`config.mk`:
```
export PLATFORM = sky130hd
export DESIGN_NAME = auto_serial_buffer_sequencer
export DESIGN_NICKNAME = d
export VERILOG_FILES = /design/src/seq_pkg.sv /design/src/auto_serial_buffer_sequencer.sv /design/src/byte_buffer_ram.sv /design/src/serial_byte_shifter.sv
export VERILOG_INCLUDE_DIRS = /design/src
export SDC_FILE = /design/constraint.sdc
export NUM_CORES = 1
export LEC_CHECK = 0
export BUFFER_PORTS_ARGS = -buffer_cell sky130_fd_sc_hd__buf_4
export CORE_MARGIN = 5
export CORE_UTILIZATION = 63
export CTS_CLUSTER_DIAMETER = 200
export DETAILED_ROUTE_END_ITERATION = 10
export PLACE_DENSITY_LB_ADDON = 0.2
export SYNTH_ARGS = -nofsm -noshare
export SYNTH_HDL_FRONTEND = slang
export SYNTH_SLANG_ARGS = --single-unit
```
`constraint.sdc`:
```
create_clock -name mclk -period 3.3 [get_ports mclk]
set_input_delay 0.66 -clock mclk [delete_from_list [all_inputs] [get_ports mclk]]
set_output_delay 0.66 -clock mclk [all_outputs]
set_load 0.005 [all_outputs]
```
`src/seq_cfg.svh`:
```
`ifndef SEQ_CFG_SVH
`define SEQ_CFG_SVH

// register offsets on the plain register port
`define REG_MODE        8'h00
`define REG_CTRL        8'h01
`define REG_PTR         8'h02
`define REG_INTV        8'h03
`define REG_SHIFT       8'h04
`define REG_FLAG        8'h05
`define RAM_BASE        8'hc0

// field positions
`define MODE_ENABLE_BIT 7
`define MODE_AUTO_BIT   5
`define CTRL_RECV_BIT   6
`define CTRL_RELOAD_BIT 5
`define CTRL_ACTIVE_BIT 3
`define INTV_USE_BIT    7
`define FLAG_IRQ_BIT    0

// reset values
`define MODE_RESET      8'h00
`define INTV_RESET      8'h00
`define PTR_RESET       6'h00

// timing counts in mclk cycles; LAST_BIT is the bit index that ends a byte
`define INTERVAL_BASE   13'h0038
`define INTERVAL_UNIT   13'h0080
`define GAP_MIN         13'h0002
`define LAST_BIT        3'h7

`endif

```
`src/seq_pkg.sv`:
```
`default_nettype none

package seq_pkg;

  typedef enum logic [2:0] {
    ST_IDLE,
    ST_FETCH,
    ST_LOAD,
    ST_SHIFT,
    ST_GAP
  } seq_state_t;

  typedef struct packed {
    logic [7:0] addr;
    logic [7:0] wdata;
    logic       wr;
    logic       rd;
  } reg_req_t;

  typedef struct packed {
    logic so;
    logic so_oe;
    logic sck_claim;
    logic aux_claim;
  } link_pins_t;

endpackage
`default_nettype wire

```
`src/auto_serial_buffer_sequencer.sv`:
```
`timescale 1ns/10ps
`default_nettype none
`include "seq_cfg.svh"

module auto_serial_buffer_sequencer
  import seq_pkg::*;
#(
  parameter logic [12:0] INTERVAL_UNIT = `INTERVAL_UNIT
) (
  input  wire logic       mclk,
  input  wire logic       rst,
  input  wire reg_req_t   bus,
  output var  logic [7:0] rdata,
  input  wire logic       halt,
  input  wire logic       serial_clock_pin,
  output var  link_pins_t link,
  output var  logic       transfer_irq
);

  logic [2:0]  sck_sync;
  logic        sck_filt;
  logic        next_sck_filt;
  logic        sck_rise;
  logic        sck_fall;

  logic [7:0]  serial_mode_reg;
  logic [7:0]  byte_interval_reg;
  logic [5:0]  buffer_pointer;
  logic [5:0]  reload_ptr;
  logic [7:0]  shift_shadow;
  logic        receive_select;
  logic        repeat_reload_select;
  logic        transfer_active_bit;
  logic        transfer_irq_flag;
  logic        suspended;
  logic [12:0] gap_cnt;
  seq_state_t  state;

  logic [7:0]  next_mode;
  logic [7:0]  next_intv;
  logic [5:0]  next_ptr;
  logic [5:0]  next_reload;
  logic [7:0]  next_shadow;
  logic        next_recv;
  logic        next_reload_sel;
  logic        next_active;
  logic        next_flag;
  logic        next_suspended;
  logic [12:0] next_gap_cnt;
  seq_state_t  next_state;
  logic [7:0]  next_rdata;
  link_pins_t  next_link;
  logic        next_irq;

  logic        serial_if_enable;
  logic        trig;
  logic        set_irq;
  logic        wr_hit;
  logic [12:0] gap_len;
  logic        mem_we;
  logic        mem_re;
  logic [5:0]  mem_addr;
  logic [7:0]  mem_q;
  logic        sh_load;
  logic        sh_so;
  logic        sh_done;

  // serial clock comes from the far side; three stages, edge only once stable
  always_comb begin
    next_sck_filt = (sck_sync[2] == sck_sync[1]) ? sck_sync[2] : sck_filt;
  end

  always_ff @(posedge mclk or posedge rst) begin
    if (rst) begin
      sck_sync <= 3'h0;
      sck_filt <= 1'b0;
    end else begin
      sck_sync <= {sck_sync[1:0], serial_clock_pin};
      sck_filt <= next_sck_filt;
    end
  end

  assign sck_rise = next_sck_filt && !sck_filt;
  assign sck_fall = !next_sck_filt && sck_filt;

  assign serial_if_enable = serial_mode_reg[`MODE_ENABLE_BIT];
  assign wr_hit = bus.wr && (bus.addr < `RAM_BASE);
  // receive mode is outside this block, so only the two transmit modes start
  assign trig = bus.wr && (bus.addr == `REG_SHIFT) && serial_if_enable
             && serial_mode_reg[`MODE_AUTO_BIT] && !receive_select
             && !transfer_active_bit && !halt;
  assign gap_len = byte_interval_reg[`INTV_USE_BIT]
                 ? 13'((13'(byte_interval_reg[4:0]) + 13'h0001) * INTERVAL_UNIT + `INTERVAL_BASE)
                 : `GAP_MIN;

  // software writes win the RAM port; the sequencer waits, stretching the gap
  assign mem_we   = bus.wr && (bus.addr >= `RAM_BASE);
  assign mem_re   = (state == ST_FETCH) && !mem_we && serial_if_enable && !halt;
  assign mem_addr = mem_we ? bus.addr[5:0] : buffer_pointer;
  assign sh_load  = (state == ST_LOAD) && !halt;

  always_comb begin
    next_mode       = serial_mode_reg;
    next_intv       = byte_interval_reg;
    next_ptr        = buffer_pointer;
    next_reload     = reload_ptr;
    next_shadow     = shift_shadow;
    next_recv       = receive_select;
    next_reload_sel = repeat_reload_select;
    next_active     = transfer_active_bit;
    next_suspended  = suspended;
    next_gap_cnt    = gap_cnt;
    next_state      = state;
    set_irq         = 1'b0;
    if (wr_hit) begin
      case (bus.addr)
        `REG_MODE: next_mode = bus.wdata;
        `REG_CTRL: begin
          next_recv       = bus.wdata[`CTRL_RECV_BIT];
          next_reload_sel = bus.wdata[`CTRL_RELOAD_BIT];
        end
        `REG_PTR: begin
          if (!transfer_active_bit) begin
            next_ptr       = bus.wdata[5:0];
            next_suspended = 1'b0;
          end
        end
        `REG_INTV: begin
          if (!transfer_active_bit) begin
            next_intv = bus.wdata;
          end
        end
        default: ;
      endcase
    end
    if (!halt) begin
      case (state)
        ST_IDLE: begin
          if (trig) begin
            next_active    = 1'b1;
            next_suspended = 1'b0;
            next_state     = ST_FETCH;
            if (!suspended) begin
              next_reload = buffer_pointer;
            end
          end
        end
        ST_FETCH: begin
          if (!serial_if_enable) begin
            next_active    = 1'b0;
            next_suspended = 1'b1;
            next_state     = ST_IDLE;
          end else if (mem_re) begin
            next_state = ST_LOAD;
          end
        end
        ST_LOAD: begin
          next_shadow = mem_q;
          next_state  = ST_SHIFT;
        end
        ST_SHIFT: begin
          if (sh_done) begin
            next_gap_cnt = gap_len - 13'h0001;
            next_state   = ST_GAP;
            if (buffer_pointer != 6'h00) begin
              next_ptr = buffer_pointer - 6'h01;
            end else if (repeat_reload_select) begin
              next_ptr = reload_ptr;
            end else begin
              set_irq     = 1'b1;
              next_active = 1'b0;
              next_state  = ST_IDLE;
            end
            if (!serial_if_enable && next_state == ST_GAP) begin
              next_active    = 1'b0;
              next_suspended = 1'b1;
              next_state     = ST_IDLE;
            end
          end
        end
        ST_GAP: begin
          if (!serial_if_enable) begin
            next_active    = 1'b0;
            next_suspended = 1'b1;
            next_state     = ST_IDLE;
          end else if (gap_cnt == 13'h0000) begin
            next_state = ST_FETCH;
          end else begin
            next_gap_cnt = gap_cnt - 13'h0001;
          end
        end
        default: next_state = ST_IDLE;
      endcase
    end
    // a completion in the same cycle as a software clear still sets the flag
    next_flag = set_irq || (transfer_irq_flag
              && !(bus.wr && bus.addr == `REG_FLAG && !bus.wdata[`FLAG_IRQ_BIT]));
    next_irq = set_irq;
    next_link.so        = (transfer_active_bit && next_active) ? sh_so : 1'b0;
    next_link.so_oe     = next_active;
    next_link.sck_claim = next_active;
    next_link.aux_claim = next_active && next_recv;
    next_rdata = 8'h00;
    if (bus.rd) begin
      case (bus.addr)
        `REG_MODE:  next_rdata = serial_mode_reg;
        `REG_CTRL:  next_rdata = {1'b0, receive_select, repeat_reload_select, 1'b0,
                                  transfer_active_bit, 3'h0};
        `REG_PTR:   next_rdata = {2'h0, buffer_pointer};
        `REG_INTV:  next_rdata = byte_interval_reg;
        `REG_SHIFT: next_rdata = shift_shadow;
        `REG_FLAG:  next_rdata = {7'h00, transfer_irq_flag};
        default:    next_rdata = 8'h00;
      endcase
    end
  end

  always_ff @(posedge mclk or posedge rst) begin
    if (rst) begin
      serial_mode_reg      <= `MODE_RESET;
      byte_interval_reg    <= `INTV_RESET;
      buffer_pointer       <= `PTR_RESET;
      reload_ptr           <= `PTR_RESET;
      shift_shadow         <= 8'h00;
      receive_select       <= 1'b0;
      repeat_reload_select <= 1'b0;
      transfer_active_bit  <= 1'b0;
      transfer_irq_flag    <= 1'b0;
      suspended            <= 1'b0;
      gap_cnt              <= 13'h0000;
      state                <= ST_IDLE;
      rdata                <= 8'h00;
      link                 <= '0;
      transfer_irq         <= 1'b0;
    end else begin
      serial_mode_reg      <= next_mode;
      byte_interval_reg    <= next_intv;
      buffer_pointer       <= next_ptr;
      reload_ptr           <= next_reload;
      shift_shadow         <= next_shadow;
      receive_select       <= next_recv;
      repeat_reload_select <= next_reload_sel;
      transfer_active_bit  <= next_active;
      transfer_irq_flag    <= next_flag;
      suspended            <= next_suspended;
      gap_cnt              <= next_gap_cnt;
      state                <= next_state;
      rdata                <= next_rdata;
      link                 <= next_link;
      transfer_irq         <= next_irq;
    end
  end

  byte_buffer_ram u_ram (
    .clk   (mclk),
    .rst   (rst),
    .we    (mem_we),
    .re    (mem_re),
    .addr  (mem_addr),
    .wdata (bus.wdata),
    .q     (mem_q)
  );

  serial_byte_shifter u_shift (
    .clk  (mclk),
    .rst  (rst),
    .rise (sck_rise),
    .fall (sck_fall),
    .hold (halt),
    .load (sh_load),
    .data (mem_q),
    .so   (sh_so),
    .busy (),
    .done (sh_done)
  );
endmodule
`default_nettype wire

```
`src/byte_buffer_ram.sv`:
```
`timescale 1ns/10ps
`default_nettype none

// single port: a write wins the cycle, a read answers one cycle later
module byte_buffer_ram (
  input  wire logic       clk,
  input  wire logic       rst,
  input  wire logic       we,
  input  wire logic       re,
  input  wire logic [5:0] addr,
  input  wire logic [7:0] wdata,
  output var  logic [7:0] q
);

  logic [7:0] mem [64];

  always_ff @(posedge clk) begin
    if (we) begin
      mem[addr] <= wdata;
    end
  end

  always_ff @(posedge clk or posedge rst) begin
    if (rst) begin
      q <= 8'h00;
    end else if (re && !we) begin
      q <= mem[addr];
    end
  end

endmodule
`default_nettype wire

```
`src/serial_byte_shifter.sv`:
```
`timescale 1ns/10ps
`default_nettype none
`include "seq_cfg.svh"

// msb first, next bit presented on the falling clock edge
module serial_byte_shifter (
  input  wire logic       clk,
  input  wire logic       rst,
  input  wire logic       rise,
  input  wire logic       fall,
  input  wire logic       hold,
  input  wire logic       load,
  input  wire logic [7:0] data,
  output var  logic       so,
  output var  logic       busy,
  output var  logic       done
);

  logic [7:0] sreg;
  logic [7:0] next_sreg;
  logic [2:0] cnt;
  logic [2:0] next_cnt;
  logic       risen;
  logic       next_risen;
  logic       next_busy;
  logic       next_done;

  always_comb begin
    next_sreg  = sreg;
    next_cnt   = cnt;
    next_risen = risen;
    next_busy  = busy;
    // a done that meets a halt waits for the sequencer instead of being lost
    next_done  = hold ? done : 1'b0;
    if (load) begin
      next_sreg  = data;
      next_cnt   = 3'h0;
      next_risen = 1'b0;
      next_busy  = 1'b1;
    end else if (busy && !hold) begin
      // halt freezes the byte mid-way; edges during halt are lost
      if (rise) begin
        next_risen = 1'b1;
        if (cnt == `LAST_BIT) begin
          next_busy = 1'b0;
          next_done = 1'b1;
        end else begin
          next_cnt = cnt + 3'h1;
        end
      end else if (fall && risen) begin
        next_sreg  = {sreg[6:0], 1'b0};
        next_risen = 1'b0;
      end
    end
  end

  always_ff @(posedge clk or posedge rst) begin
    if (rst) begin
      sreg  <= 8'h00;
      cnt   <= 3'h0;
      risen <= 1'b0;
      busy  <= 1'b0;
      done  <= 1'b0;
    end else begin
      sreg  <= next_sreg;
      cnt   <= next_cnt;
      risen <= next_risen;
      busy  <= next_busy;
      done  <= next_done;
    end
  end

  assign so = sreg[7];

endmodule
`default_nettype wire

```
==> run metrics <==
Worst-path clk slew approximately 0.06 ns; Iteration-0 DRC Markers around 2500; CTS root buf clkbuf_16; setup violators final 0; cell internal pwr 12200 µW; Async SR Flop Fraction 0.155; CTS HTree Levels 2; fmax 315 MHz; hold_buf cts 0; HPWL after DPL 45400 µm; multi-input logic area about 6800 µm²; Combinational Power Share 0.066; CP peak stage delay around 1.1 ns; most numerous cell in the Yosys netlist edfxtp_1; cell family with most CP delay compound AO/OA/AOI/OAI gates; Setup TNS Final 0 ns; Via Count 17000; gr usage total 0.322; Post-Synthesis Cells 1719; Sw Ratio 0.227; Final min period 3.17 ns; Starting Density 0.641; crit share post-route 0.961; Routed WL 71500 µm; Overflow after GRT 0; Hold Violations, Final 0; CTS max path bufs 3; Largest regs u_ram.mem (512), gap_cnt (13); TritonCTS Buffers between 50 and 60; NumNets Final ~1900; Design Power 15800 µW; CP max-delay cell nor3_2; antenna fix cells 0; max FFs per register 512; Setup Buffers After CTS 0; largest net degree at the start of global routing 69; RSZ-0062 raised after global routing false; cell breakdown of the critical path inv_1 > nor3_2 > a22o_1 > a221oi_1 > a31oi_1 > a211oi_1 > a31oi_1; Area growth syn-to-layout 15.4%; Yosys top cell area share 0.618; TritonCTS clock tree done; Sequential Area 17700 µm²; number of global-route vias before repair 16600; Worst EP required 3.84 ns; CP bufs+invs 1; Syn Area/Cell 14.5 µm²; die height 209 µm; detailed-route wire length per cell around 29 µm; IO Pins 35; Synth warnings 0; Yosys top cell by area edfxtp_1; Synthesized Nets about 1700; arrival time at the worst endpoint between 3 and 4 ns; worst hold-check path type input pin to register; Post-synth EDFFs 512; most frequent cells after synthesis 512 x edfxtp_1, 124 x nand2_1, 120 x mux2i_1, 113 x nor2_1; Post-route DRC 0; register bit total from synthesis about 600; Clk pwr share 0.394; largest cells by area after synthesis edfxtp_1 62%, dfrtp_1 9.5%, mux2i_1 4.8%, a22oi_1 2.8%, o21ai_0 1.9%; share of layout cells above drive strength 1 0.179; routed vias/inst 6.97; status complete, no violations; DIE WIDTH 209 µm; sequential power share 0.540; CP most frequent cell a31oi_1; Placeable Area 38800 µm²; initial antenna violation count 0; Most used DFF post-synth edfxtp_1; routability cong. 0.999; first-pass GRT wire length 105000 µm; largest reg by FF count u_ram.mem; CTS Sinks around 600; Netlist cell types 76; PD cells between 500 and 600 nW/µm²; Least-Margin Pin Slew 1.28 ns; max cap viols 0; Clock Skews 0.0156 ns; antenna-violating nets left 0; Max VDD drop 0.000558 V; DIE AREA 43600 µm²; max_slew headroom 0.145; sequential share of the synthesized area 0.712; CP Capture Type register; crit path max fanout 12; floorplan row count 72; Startpoint Class register; drt pass-1 iters 7; Cell Area, Synth 24900 µm²; cell leakage power 0.0106 µW; Max Slew Vio Count 0; switching power 3600 µW; IO buf count 34; critical path type register to register; fillcell total between 2000 and 2500; clk_lat worst skew 0.61 ns; post-cts resize count 0
==> power by group through the flow <==
stage / sequential, µW / clock [µW] / combinational [µW]
finish: 8560 / 6250 / 1040
global route: 8570 / 6630 / 1110
CTS: 8560 / 6290 / 1020
detailed placement: 8710 / 0 / 1010
global placement: 8710 / 0 / 980
floorplan: 8620 / 0 / 597
==> cells in the final DEF, fill, tap and decap left out, types with 18 or more instances in the layout <==
| cell | synthesis | routed |
|---|---|---|
| a21oi_1 | 38 | 38 |
| nand3_1 | 38 | 38 |
| and3_1 | 20 | 20 |
| mux2_2 | 27 | 27 |
| buf_4 | 7 | 185 |
| clkbuf_16 | 0 | 57 |
| o22ai_1 | 59 | 54 |
| a22oi_1 | 93 | 93 |
| dfrtp_1 | 94 | 94 |
| nor3_1 | 23 | 19 |
| buf_12 | 0 | 18 |
| o21ai_0 | 94 | 94 |
| a222oi_1 | 18 | 18 |
| mux2i_1 | 120 | 120 |
| nand2_1 | 124 | 124 |
| a221oi_1 | 22 | 22 |
| nand4_1 | 21 | 21 |
| nor2_1 | 113 | 112 |
| edfxtp_1 | 512 | 512 |
==> routing by layer <==
metal / vias up / track usage / routed length (µm)
met4: 0 / 0.147 / 3910
li1: 7122 / - / -
met1: 8293 / 0.438 / 25600
met3: 271 / 0.0931 / 9710
met2: 1315 / 0.490 / 32400
met5: - / 0 / 0
==> cells by family (layout without fill, tap and decap cells) <==
kind of cell	count (synthesis)	in the layout	share of synthesized area
AOI/OAI and AO/OA	429	429	0.121
xor gates and xnor gates	9	9	0.00317
adders and majority gates	7	7	0.00342
buffers and inverters	112	314	0.0194
DFF	606	606	0.712
muxes	148	148	0.0614
and+or+nand+nor	408	408	0.0797
==> layout make-up <==
type                    count  share of cell area
clock inverters            34             0.00989
flip-flops and latches    606               0.617
inverters                   9             0.00126
multi-input cells        1001               0.237
repair buffers            203              0.0609
clock buffers              68              0.0511
well taps                 518              0.0226
==> path summary, 6_finish.rpt <==
path	end	cells past startpoint	from	slack, ns
max	u_ram.q[1]	7	buffer_pointer[2]	0.13
min	sck_sync[0]	1	serial_clock_pin	0.15
min reg2reg	sck_sync[1]	0	sck_sync[0]	0.36
max reg2reg	u_ram.q[1]	7	buffer_pointer[2]	0.13
min in group asynchronous	rdata[2]	2	rst	0.19
max in group asynchronous	rdata[0]	3	rst	2.32
==> stage by stage <==
step                      std cells  setup WS, ns  instance area (µm²)  utilization  hold WS (ns)
final                          2439         0.129                28700        0.740         0.155
after CTS                      2439         0.297                28700        0.740         0.132
after detailed placement       2337        0.0274                27000        0.694         0.342
after global routing           2439         0.135                28700        0.740         0.144
after global placement         2337        0.0373                27000        0.694         0.354
after floorplan                1719         0.191                24900            -         0.331
Note: power is estimated with default switching activity, not from simulation.
